==> src/spd_pkg.sv <==
// package of constants for the supply protection diagnostic registers
package spd_pkg;
  // ==========================================================
  // register addresses
  localparam int unsigned ADDR_W           = 8;
  localparam logic [7:0]  ADDR_DIAG_FLAGS  = 8'h00;
  localparam logic [7:0]  ADDR_DIAG_SPARE  = 8'h01;
  localparam logic [7:0]  ADDR_LEVEL_SEL   = 8'h02;
  localparam logic [7:0]  ADDR_PROT_CFG    = 8'h05;
  localparam logic [7:0]  NUM_REGS         = 8'h06;
  // ==========================================================
  // protection configuration fields
  localparam int unsigned CFG_OVL_REC_BIT  = 3;
  localparam int unsigned CFG_TEMP_REC_BIT = 6;
  localparam int unsigned CFG_COMP_BIT     = 7;
  localparam logic [7:0]  CFG_WR_MASK      = 8'hC8;
  // ==========================================================
  // diagnostic flag fields
  localparam int unsigned FLG_OL_A_BIT     = 0;
  localparam int unsigned FLG_OL_B_BIT     = 1;
  localparam int unsigned FLG_OT_BIT       = 6;
  localparam int unsigned FLG_LOWIN_BIT    = 7;
  // ==========================================================
  // reset values
  localparam logic [7:0]  RST_BYTE         = 8'h00;
  localparam logic [3:0]  LVL_OFF          = 4'h0;
endpackage

==> src/spd_regmem.sv <==
// small byte memory for plain read-write data registers
`timescale 1ns/1ps
`default_nettype none
module spd_regmem #(
  parameter int unsigned DEPTH = 8
) (
  input  wire logic             clk,
  input  wire logic             resetn,
  input  wire logic             wr_en,
  input  wire logic [7:0]       wr_addr,
  input  wire logic [7:0]       wr_data,
  input  wire logic [7:0]       rd_addr,
  output logic      [7:0]       rd_data
);
  import spd_pkg::*;
  logic [DEPTH-1:0][7:0] mem_q;
  always_ff @(posedge clk) begin
    if (!resetn) begin
      mem_q   <= '0;
      rd_data <= RST_BYTE;
    end else begin
      if (wr_en && (wr_addr < DEPTH)) begin
        mem_q[wr_addr[$clog2(DEPTH)-1:0]] <= wr_data;
      end
      if (rd_addr < DEPTH) begin
        rd_data <= mem_q[rd_addr[$clog2(DEPTH)-1:0]];
      end else begin
        rd_data <= RST_BYTE;
      end
    end
  end
endmodule
`default_nettype wire

==> src/spd_top.sv <==
// protection configuration and diagnostic status register bank
`timescale 1ns/1ps
`default_nettype none
// Contract
// - protection config at address 0x5, read-write
// - overload latch mode clears levels, disables output
// - auto mode re-enables output, levels kept
// - thermal latch mode bit6 clears levels, disables
// - thermal auto mode re-enables with prior levels
// - bit7 selects boost compensation type
// - status registers read-only, writes ignored
// - status 0x0 bits0,1 overload flags per channel
// - status bit6 shared overtemperature flag
// - status bit7 low input voltage flag
// - status 0x1 readable, all reserved
// - all bits clear at power-on
// - level selects at 0x2, A low, B high
// - data register reads return last written
module spd_top (
  input  wire logic                      clk,
  input  wire logic                      resetn,
  input  wire logic                      reg_wr,
  input  wire logic [spd_pkg::ADDR_W-1:0] reg_addr,
  input  wire logic [7:0]                reg_wdata,
  output logic      [7:0]                reg_rdata,
  input  wire logic                      overload_a_raw,
  input  wire logic                      overload_b_raw,
  input  wire logic                      overtemp_raw,
  input  wire logic                      low_input_raw,
  output logic      [3:0]                output_level_select_a,
  output logic      [3:0]                output_level_select_b,
  output logic                           supply_output_en_a,
  output logic                           supply_output_en_b,
  output logic                           boost_comp_ceramic
);
  import spd_pkg::*;

  // ==========================================================
  // helper functions
  // compare an address with one register
  function automatic logic addr_is(
    input logic [7:0] addr,
    input logic [7:0] target
  );
    addr_is = (addr == target);
  endfunction

  // latched trip for one channel
  function automatic logic latch_trip(
    input logic       ovl,
    input logic       hot,
    input logic [7:0] cfg
  );
    logic by_ovl;
    logic by_hot;
    by_ovl     = ovl && cfg[CFG_OVL_REC_BIT];
    by_hot     = hot && cfg[CFG_TEMP_REC_BIT];
    latch_trip = by_ovl || by_hot;
  endfunction

  // channel may drive its output
  function automatic logic chan_ok(
    input logic ovl,
    input logic hot,
    input logic trip
  );
    chan_ok = !ovl && !hot && !trip;
  endfunction

  // level zero means standby
  function automatic logic level_on(
    input logic [3:0] lvl
  );
    level_on = (lvl != LVL_OFF);
  endfunction

  // reserved config bits dropped
  function automatic logic [7:0] cfg_masked(
    input logic [7:0] wdata
  );
    cfg_masked = wdata & CFG_WR_MASK;
  endfunction

  // assemble the first status byte
  function automatic logic [7:0] pack_flags(
    input logic ovl_a,
    input logic ovl_b,
    input logic hot,
    input logic low_in
  );
    logic [7:0] f;
    f                = RST_BYTE;
    f[FLG_OL_A_BIT]  = ovl_a;
    f[FLG_OL_B_BIT]  = ovl_b;
    f[FLG_OT_BIT]    = hot;
    f[FLG_LOWIN_BIT] = low_in;
    pack_flags       = f;
  endfunction

  // ==========================================================
  // state
  typedef struct packed {
    logic [1:0] ol_s1;
    logic [1:0] ol_s2;
    logic       ot_s1;
    logic       ot_s2;
    logic       li_s1;
    logic       li_s2;
    logic [7:0] cfg;
    logic [7:0] lvl;
    logic [7:0] flags;
    logic [7:0] addr;
    logic       en_a;
    logic       en_b;
  } spd_state_t;

  spd_state_t st_q;
  spd_state_t st_d;
  logic [7:0] mem_rdata;
  logic       mem_wr;
  logic       wr_cfg;
  logic       wr_lvl;
  logic       wr_status;

  // ==========================================================
  // address decode
  assign wr_cfg    = reg_wr && addr_is(reg_addr, ADDR_PROT_CFG);
  assign wr_lvl    = reg_wr && addr_is(reg_addr, ADDR_LEVEL_SEL);
  assign wr_status = reg_wr && (reg_addr <= ADDR_DIAG_SPARE);

  // ==========================================================
  // other data registers kept in the byte memory
  assign mem_wr = reg_wr && !wr_cfg && !wr_lvl && !wr_status;

  spd_regmem #(
    .DEPTH (8)
  ) u_mem (
    .clk     (clk),
    .resetn  (resetn),
    .wr_en   (mem_wr),
    .wr_addr (reg_addr),
    .wr_data (reg_wdata),
    .rd_addr (reg_addr),
    .rd_data (mem_rdata)
  );

  // ==========================================================
  // next state
  always_comb begin
    logic ol_a;
    logic ol_b;
    logic ot;
    logic trip_a;
    logic trip_b;
    ol_a   = 1'b0;
    ol_b   = 1'b0;
    ot     = 1'b0;
    trip_a = 1'b0;
    trip_b = 1'b0;
    st_d   = st_q;
    // pin synchronisers
    st_d.ol_s1 = {overload_b_raw, overload_a_raw};
    st_d.ol_s2 = st_q.ol_s1;
    st_d.ot_s1 = overtemp_raw;
    st_d.ot_s2 = st_q.ot_s1;
    st_d.li_s1 = low_input_raw;
    st_d.li_s2 = st_q.li_s1;
    ol_a = st_q.ol_s2[0];
    ol_b = st_q.ol_s2[1];
    ot   = st_q.ot_s2;
    // status flags follow live conditions
    st_d.flags = pack_flags(ol_a, ol_b, ot, st_q.li_s2);
    // host writes
    if (wr_cfg) begin
      st_d.cfg = cfg_masked(reg_wdata);
    end
    if (wr_lvl) begin
      st_d.lvl = reg_wdata;
    end
    // protection actions, override a coincident write
    trip_a = latch_trip(ol_a, ot, st_q.cfg);
    trip_b = latch_trip(ol_b, ot, st_q.cfg);
    if (trip_a || trip_b) begin
      st_d.lvl = {LVL_OFF, LVL_OFF};
    end
    // output enabled only when neither its own channel overload nor overtemperature is present
    st_d.en_a = chan_ok(ol_a, ot, trip_a);
    st_d.en_b = chan_ok(ol_b, ot, trip_b);
    st_d.addr = reg_addr;
  end

  always_ff @(posedge clk) begin
    if (!resetn) begin
      st_q <= '0;
    end else begin
      st_q <= st_d;
    end
  end

  // ==========================================================
  // read mux, data valid one cycle after address
  always_comb begin
    case (st_q.addr)
      ADDR_DIAG_FLAGS: reg_rdata = st_q.flags;
      ADDR_DIAG_SPARE: reg_rdata = RST_BYTE;
      ADDR_LEVEL_SEL:  reg_rdata = st_q.lvl;
      ADDR_PROT_CFG:   reg_rdata = st_q.cfg;
      default:         reg_rdata = mem_rdata;
    endcase
  end

  // ==========================================================
  // output pins
  assign output_level_select_a = st_q.lvl[3:0];
  assign output_level_select_b = st_q.lvl[7:4];
  assign supply_output_en_a    = st_q.en_a && level_on(st_q.lvl[3:0]);
  assign supply_output_en_b    = st_q.en_b && level_on(st_q.lvl[7:4]);
  assign boost_comp_ceramic    = st_q.cfg[CFG_COMP_BIT];
endmodule
`default_nettype wire

==> config.mk <==
export PLATFORM = sky130hd
export DESIGN_NAME = spd_top
export DESIGN_NICKNAME = d
export VERILOG_FILES = /design/src/spd_pkg.sv /design/src/spd_regmem.sv /design/src/spd_top.sv
export SDC_FILE = /design/constraint.sdc
export NUM_CORES = 1
export LEC_CHECK = 0
export ABC_AREA = 1
export BUFFER_PORTS_ARGS = -buffer_cell sky130_fd_sc_hd__buf_2
export CAP_MARGIN = 15
export CORE_MARGIN = 2
export CORE_UTILIZATION = 30
export CTS_CLUSTER_DIAMETER = 200
export DETAILED_ROUTE_END_ITERATION = 7
export MAX_ROUTING_LAYER = met4
export SKIP_LAST_GASP = 1
export SLEW_MARGIN = 15
export SYNTH_ARGS = -nofsm -noshare
export SYNTH_HDL_FRONTEND = slang
export SYNTH_HIERARCHICAL = 1
export SYNTH_SLANG_ARGS = --single-unit
==> constraint.sdc <==
create_clock -name clk -period 2.2 [get_ports clk]
set_input_delay 0.22 -clock clk [delete_from_list [all_inputs] [get_ports clk]]
set_output_delay 0.22 -clock clk [all_outputs]
set_load 0.01 [all_outputs]
==> results of run 1 <==
## power breakdown
part           internal [W]  switching (W)
sequential          0.00192      0.0000104
clock              0.000916       0.000732
combinational     0.0000971       0.000227
total               0.00294       0.000969
## stage by stage
step	power [W]	util	setup WS, ns	cell area [um2]
floorplan	0.00219	-	0.428	5070
global placement	0.00230	0.323	0.240	5340
detailed placement	0.00230	0.323	0.208	5340
CTS	0.00396	0.341	0.302	5640
global route	0.00408	0.341	0.196	5640
finish	0.00390	0.341	0.338	5640
## layer usage
layer / GRT usage / up-vias / part of all wire
li1: - / 2381 / -
met1: 0.191 / 1997 / 0.50
met2: 0.237 / 62 / 0.46
met3: 0.0253 / 19 / 0.030
met4: 0.0573 / 0 / 0.019
met5: - / - / 0
## sequential cells by signal (all words and copies together), names as in the netlist
name	count
boost_comp_ceramic	1
output_level_select_a	4
output_level_select_b	4
st_d	8
st_q	16
u_mem/mem_q	64
u_mem/rd_data	8
## layout make-up
cell class	instances	area, um2	share of cell area
Multi-Input combinational cell	558	2400	0.426
Tap cell	220	275	0.0488
Timing Repair Buffer	50	273	0.0483
Inverter	76	285	0.0506
Clock buffer	10	239	0.0424
Sequential cell	105	2100	0.373
Clock inverter	6	65.1	0.0115
## layout by cell type (no fill, tap or decap), drive strengths merged
cell / n
nor3b: 1
o21ai: 27
o211a: 1
bufinv: 1
nand3: 40
nand2: 231
dfxtp: 105
nand3b: 9
nor2: 227
o21bai: 2
nor3: 7
a21oi: 9
clkinvlp: 1
clkinv: 3
buf: 50
inv: 77
nand4: 1
nor4: 2
and2: 1
clkbuf: 10
## worst max-delay path, stage by stage (launching register included)
cell and delay (ns):
dfxtp_1 0.30, nor2_1 0.14, nand2_2 0.14, inv_1 0.19, nand2_2 0.16, nand3_1 0.12, nand2_1 0.09, buf_2 0.15
## Yosys cell counts
library cell,number,area share
nor2_2,3,0.0037
nand4_1,1,0.0012
nand2_2,2,0.0025
a21oi_1,8,0.0079
nor2_1,213,0.16
o21ai_1,3,0.0030
o21ai_0,24,0.024
dfxtp_1,105,0.41
buf_12,1,0.0040
nor4_1,2,0.0025
nand3_2,1,0.0020
nor3_1,7,0.0069
nand3_4,1,0.0035
buf_2,6,0.0059
nand3b_4,1,0.0040
o21bai_1,2,0.0030
o211a_1,1,0.0020
nand3b_1,8,0.012
clkbuf_1,14,0.010
nor2_4,11,0.024
nand2_1,229,0.17
a21oi_4,1,0.0032
nand3_1,38,0.038
buf_4,8,0.012
buf_6,10,0.022
and2_4,1,0.0017
inv_2,2,0.0015
nor3b_2,1,0.0025
inv_1,74,0.055
## logic make-up after synthesis
group / count (synthesis) / share of synthesized area
AOI/OAI and AO/OA: 39 / 0.0427
buffers and inverters: 115 / 0.111
DFF: 105 / 0.415
and+or+nand+nor: 519 / 0.432
## how the worst max path moves through the flow
stage | startpoint | cells past startpoint | to | slack (ns)
2_1_floorplan | reg_addr[4] | 14 | u_mem/mem_q[13] | 0.43
3_3_place_gp | reg_addr[4] | 12 | u_mem/mem_q[40] | 0.24
5_1_grt | st_q[3] | 9 | reg_rdata[0] | 0.20
6_report | st_q[7] | 7 | reg_rdata[5] | 0.34
4_1_cts | st_q[7] | 7 | reg_rdata[5] | 0.30
3_5_place_dp | reg_addr[4] | 12 | u_mem/mem_q[12] | 0.21
==> results.md, run 1 <==
* CTS Root Cell: clkbuf_16
* Cells on worst reg2reg path at 5
* Worst hold path class: in2reg
* Worst Path Required at 1.98 ns
* Final TNS setup at 0 ns
* Die width at 134 um
* Hold_sp: overtemp_raw
* # diodes at 0
* Number of routed nets with antenna violations at 0
* Fillers at 1,843
* Reg2Reg Setup Slack at 1.17 ns
* Hold WS at 0.0465 ns
* Yosys cell types at 29
* Pwr dens at 692 nW/um2
* Worst r2r src: st_d[10]
* Wirelength per Cell at 12.3 um
* Htree depth at 3
* Fmax achieved at 537 MHz
* Total global-route track usage at 0.150
* Vias post-DR at 4,459
* 1st-iter DRT viols at 337
* Area of the die at 17,900 um2
* # Post-CTS Setup Buffers at 0
* GP Congestion at 0.786
* Share of cells above drive strength 1 at 0.112
* CTS tree: done
* Initial core utilization at 0.307
* IO Pins at 42
* Sequential area share after synthesis at 0.415
* Hold Buf Count CTS at 0
* Layout net count at 823
* Yosys reg bits at 105
* Initial antenna violation count at 0
* DR pass1 iterations at 6
* Leak at 2.60 nW
* Number of cell rows at 47
* # setup viols final at 0
* Inst Count DP at 1,009
* Die Span Y at 134 um
* CP Capture Type: output pin
* CTS sink cnt at 105
* First-pass GRT wire length at 20,600 um
* Reg clk slew, reported paths at 0.07 ns
* Largest net degree at the start of global routing at 78
* DRC violations left at 0
* Syn_area_per_cell at 6.51 um2
* Warnings from Yosys at 6
* Final period util at 0.846
* Max-Cap Viols at 0
* R2r endpoint: output_level_select_b[1]
* Post-Syn Area at 5070 um2
* RSZ-0062 raised after global routing: no
* Worst VDD drop at 0.315 mV
* HPWL after detailed placement at 8560 um
* Slew Viols, Final at 0
* Setup Skew at 0.00590 ns
* Final min period at 1.86 ns
* Worst slew pin tran at 0.823 ns
* CTS max path bufs at 2
* Worst-path fanout max at 8
* DR vias/cell at 4.35
* Post-CTS resize count at 0
* GRT overflow at 0
* Worst EP arrival at 1.64 ns
* Worst hold path depth at 3
* Syn Nets at 801
* Area Overhead vs Synth at 11.4%
* Post-Route WL at 12,600 um
* Vias in the first global route at 4,076
* CTS buffer count at 9
* Final hold vios at 0
* Status: complete, no violations
* Worst Hold Path EP: st_d[36]
* Final Non-Filler Cells at 1,025
* Setup crit start kind: register
* Port Buffer Count at 41
* CP Class: reg2out
* Worst rel slew slack at 0.451
* Gate Count Post-Synth at 778
* Placeable Area at 16,500 um2
* Worst-skew pair later-pin latency at 0.36 ns
Power figures use the tool's default switching activity.
==> run 2, diff against run 1 <==
- ABC_AREA: 1 -> 0
- clock period: 2.2 -> 1.6 ns (I/O delays scaled with it)
==> results.md, run 2 <==
* Placeable Area at 14,400 um2 (-13%)
* Slew Viols, Final at 0 (unchanged)
* Final WS setup at -0.269 ns (-0.607 ns)
* Reg2Reg Setup Slack at 0.41 ns (-0.76 ns)
* Setup crit start kind: register
* Slowest stage delay, CP at 0.31 ns (about the same)
* Final Non-Filler Cells at 653 (-36%)
* Worst EP arrival at 1.71 ns (+0.07 ns)
* Initial antenna violation count at 0 (unchanged)
* Crit path max-delay cell type: dfxtp_1
* Worst VDD drop at 0.731 mV (+130%)
* Worst hold path depth at 2 (-1)
* Inst Count DP at 637 (-37%)
* Worst slew pin tran at 0.737 ns (-0.0866 ns)
* Htree depth at 3 (unchanged)
* Count leader, synth: dfxtp_1
* Crit path cell chain: nor4_2, buf_4, nand2_2, or2_4, a32o_1, buf_2
* CP top delay family: simple AND/OR/NAND/NOR gates
* Die width at 125 um (-6.7%)
* Hold WS at 0.0192 ns (-0.0273 ns)
* Gr busiest metal: met2
* # Post-CTS Setup Buffers at 0 (unchanged)
* Area of the die at 15,600 um2 (-13%)
* CTS Root Cell: clkbuf_16
* Vias post-DR at 3,131 (-30%)
* Pwr dens at 978 nW/um2 (+41%)
* Final Util at 0.369 (+0.0276)
* CTS buffer count at 9 (unchanged)
* Number of routed nets with antenna violations at 0 (unchanged)
* Syn Nets at 435 (-46%)
* Gate Count Post-Synth at 412 (-47%)
* Status: complete, but fails checks
* Worst Path Required at 1.44 ns (-0.54 ns)
* Violated checks: setup timing
* M2 GR Usage at 0.219 (-0.0183)
* Async SR Flop Fraction at 0 (unchanged)
* Worst r2r src: u_mem/mem_q[58]
* Post-synth EDFFs at 0 (unchanged)
* Synth top area share at 0.478 (+0.0634)
* Most frequent cells in the layout: dfxtp_1, nand2_1, mux2i_1
* IO Pins at 42 (unchanged)
* Post-Route WL at 10,100 um (-20%)
* Worst rel slew slack at 0.505 (+0.0541)
* Cell area after placement at 4970 um2 (-7.0%)
* RSZ-0062 raised after global routing: yes
* Synth area leaders: dfxtp_1, mux2i_1, mux4_2
* Worst hold path class: in2reg
* Number of cell rows at 44 (-6.4%)
* Cells on worst reg2reg path at 2 (-3)
* Hold_sp: overload_b_raw
* Port Buffer Count at 41 (unchanged)
* Final hold vios at 0 (unchanged)
* Final TNS setup at -1.74 ns (-1.74 ns)
* Finished Cell Area at 5320 um2 (-5.7%)
* Syn_area_per_cell at 10.7 um2 (+64%)
* # diodes at 0 (unchanged)
* Worst Hold Path EP: st_d[39]
* Leak at 2.33 nW (-10%)
* Met1 Use GR at 0.169 (-0.0226)
* Max-Cap Viols at 0 (unchanged)
* Total global-route track usage at 0.135 (-0.0143)
* Final period util at 1.17
* Die Span Y at 125 um (-6.7%)
* Post-Syn Area at 4390 um2 (-13%)
* CTS tree: done
* Most common cell after layout, fill and taps aside: dfxtp_1
* Reg clk slew, reported paths at 0.07 ns (about the same)
* Worst-skew pair later-pin latency at 0.34 ns (-0.02 ns)
* CTS max path bufs at 2 (unchanged)
* DRC violations left at 0 (unchanged)
* DR pass1 iterations at 4 (-2)
* Share of cells above drive strength 1 at 0.269 (+0.157)
* Area Overhead vs Synth at 21.2%
* Worst path buffer plus inverter count at 2 (unchanged)
* Max reg flops at 64 (unchanged)
* GP Congestion at 0.789 (+0.38%)
* Yosys reg bits at 105 (unchanged)
* GRT met3 Usage at 0.0257 (+0.000353)
* Vias in the first global route at 3,094 (-24%)
* Sequential area share after synthesis at 0.478 (+0.0634)
* First-pass GRT wire length at 16,200 um (-21%)
* Largest net degree at the start of global routing at 65 (-17%)
* Fillers at 1,412 (-23%)
* Hold Buf Count CTS at 0 (unchanged)
* Warnings from Yosys at 6 (unchanged)
* Fmax achieved at 535 MHz
* DR vias/cell at 4.79 (+10%)
* CP Capture Type: output pin
* HPWL after detailed placement at 7160 um (-16%)
* Wirelength per Cell at 15.5 um (+26%)
* 1st-iter DRT viols at 186 (-45%)
* Final min period at 1.87 ns
* Worst-path fanout max at 4 (-4)
* Leading area contributor after synthesis: dfxtp_1
* Layout net count at 487 (-41%)
* # setup viols final at 8 (+8)
* Largest reg by FF count: u_mem/mem_q
* Most instantiated cells after synthesis: dfxtp_1, nand2_1, mux2i_1, and2_1
* Initial core utilization at 0.305 (-0.00193)
* Yosys cell types at 42 (+45%)
* Top flop regs: u_mem/mem_q: 64 flops, st_q: 16 flops
* Predominant post-synthesis flop cell: dfxtp_1
* GRT overflow at 0 (unchanged)
* R2r endpoint: u_mem/rd_data[2]
* CP Class: reg2out
* CTS sink cnt at 105 (unchanged)
* Setup Skew at 0.00675 ns (+0.000845 ns)
[run 2: cell types whose count changed after synthesis, moves of 19 or more]
cell	previous run	this run
nor2_1	213	14
nand2_1	229	84
mux2i_1	0	74
inv_1	74	4
nand3_1	38	5
o21ai_0	24	4
and2_1	0	19
[run 2: logic make-up (layout without fill, tap and decap cells)]
group	after synthesis	count (layout)	share of synthesized area
DFF	105	105	0.478
AOI/OAI and AO/OA	31	31	0.0564
and+or+nand+nor	150	150	0.171
muxes	91	91	0.253
buffers and inverters	35	92	0.0410
[run 2: per-stage QoR]
step	setup slack [ns]	power [W]
floorplan	-0.126	0.00289
global placement	-0.260	0.00302
detailed placement	-0.303	0.00303
CTS	-0.309	0.00525
global route	-0.359	0.00541
finish	-0.269	0.00520
[run 2: metal layers]
metal  routed length [um]  share of wire
met5                    0              0
met2                 4860           0.48
met1                 4790           0.47
met4                  189          0.019
met3                  297          0.029
[run 2: how the worst max path moves through the flow]
| stage | end | start | cells past startpoint | slack [ns] |
|---|---|---|---|---|
| after global placement | u_mem/mem_q[34] | reg_addr[3] | 7 | -0.26 |
| after CTS | reg_rdata[6] | st_q[7] | 7 | -0.31 |
| final | reg_rdata[2] | st_q[9] | 6 | -0.27 |
| after floorplan | u_mem/mem_q[10] | reg_addr[3] | 6 | -0.13 |
| after global routing | reg_rdata[2] | st_q[9] | 6 | -0.36 |
| after detailed placement | u_mem/mem_q[38] | reg_addr[3] | 7 | -0.30 |
[run 2: cell type report]
class	instances	area [um2]	share of cell area
Multi-Input combinational cell	272	2180	0.409
Sequential cell	105	2100	0.395
Timing Repair Buffer	72	495	0.0931
Tap cell	184	230	0.0432
Clock buffer	10	229	0.0430
Clock inverter	6	75.1	0.0141
Inverter	4	15.0	0.00282
[run 2: where the power goes]
part	switching [W]	internal, W
Clock	0.000987	0.00124
Combinational	0.000194	0.000133
Sequential	0.0000143	0.00264
Total	0.00119	0.00401
[run 2: repair_timing]
| item | CTS | global route |
|---|---|---|
| resized for setup | 6 | 8 |
| pin swaps | 4 | 3 |
| endpoints found under the setup margin | 8 | 10 |
| gates cloned | 0 | 0 |
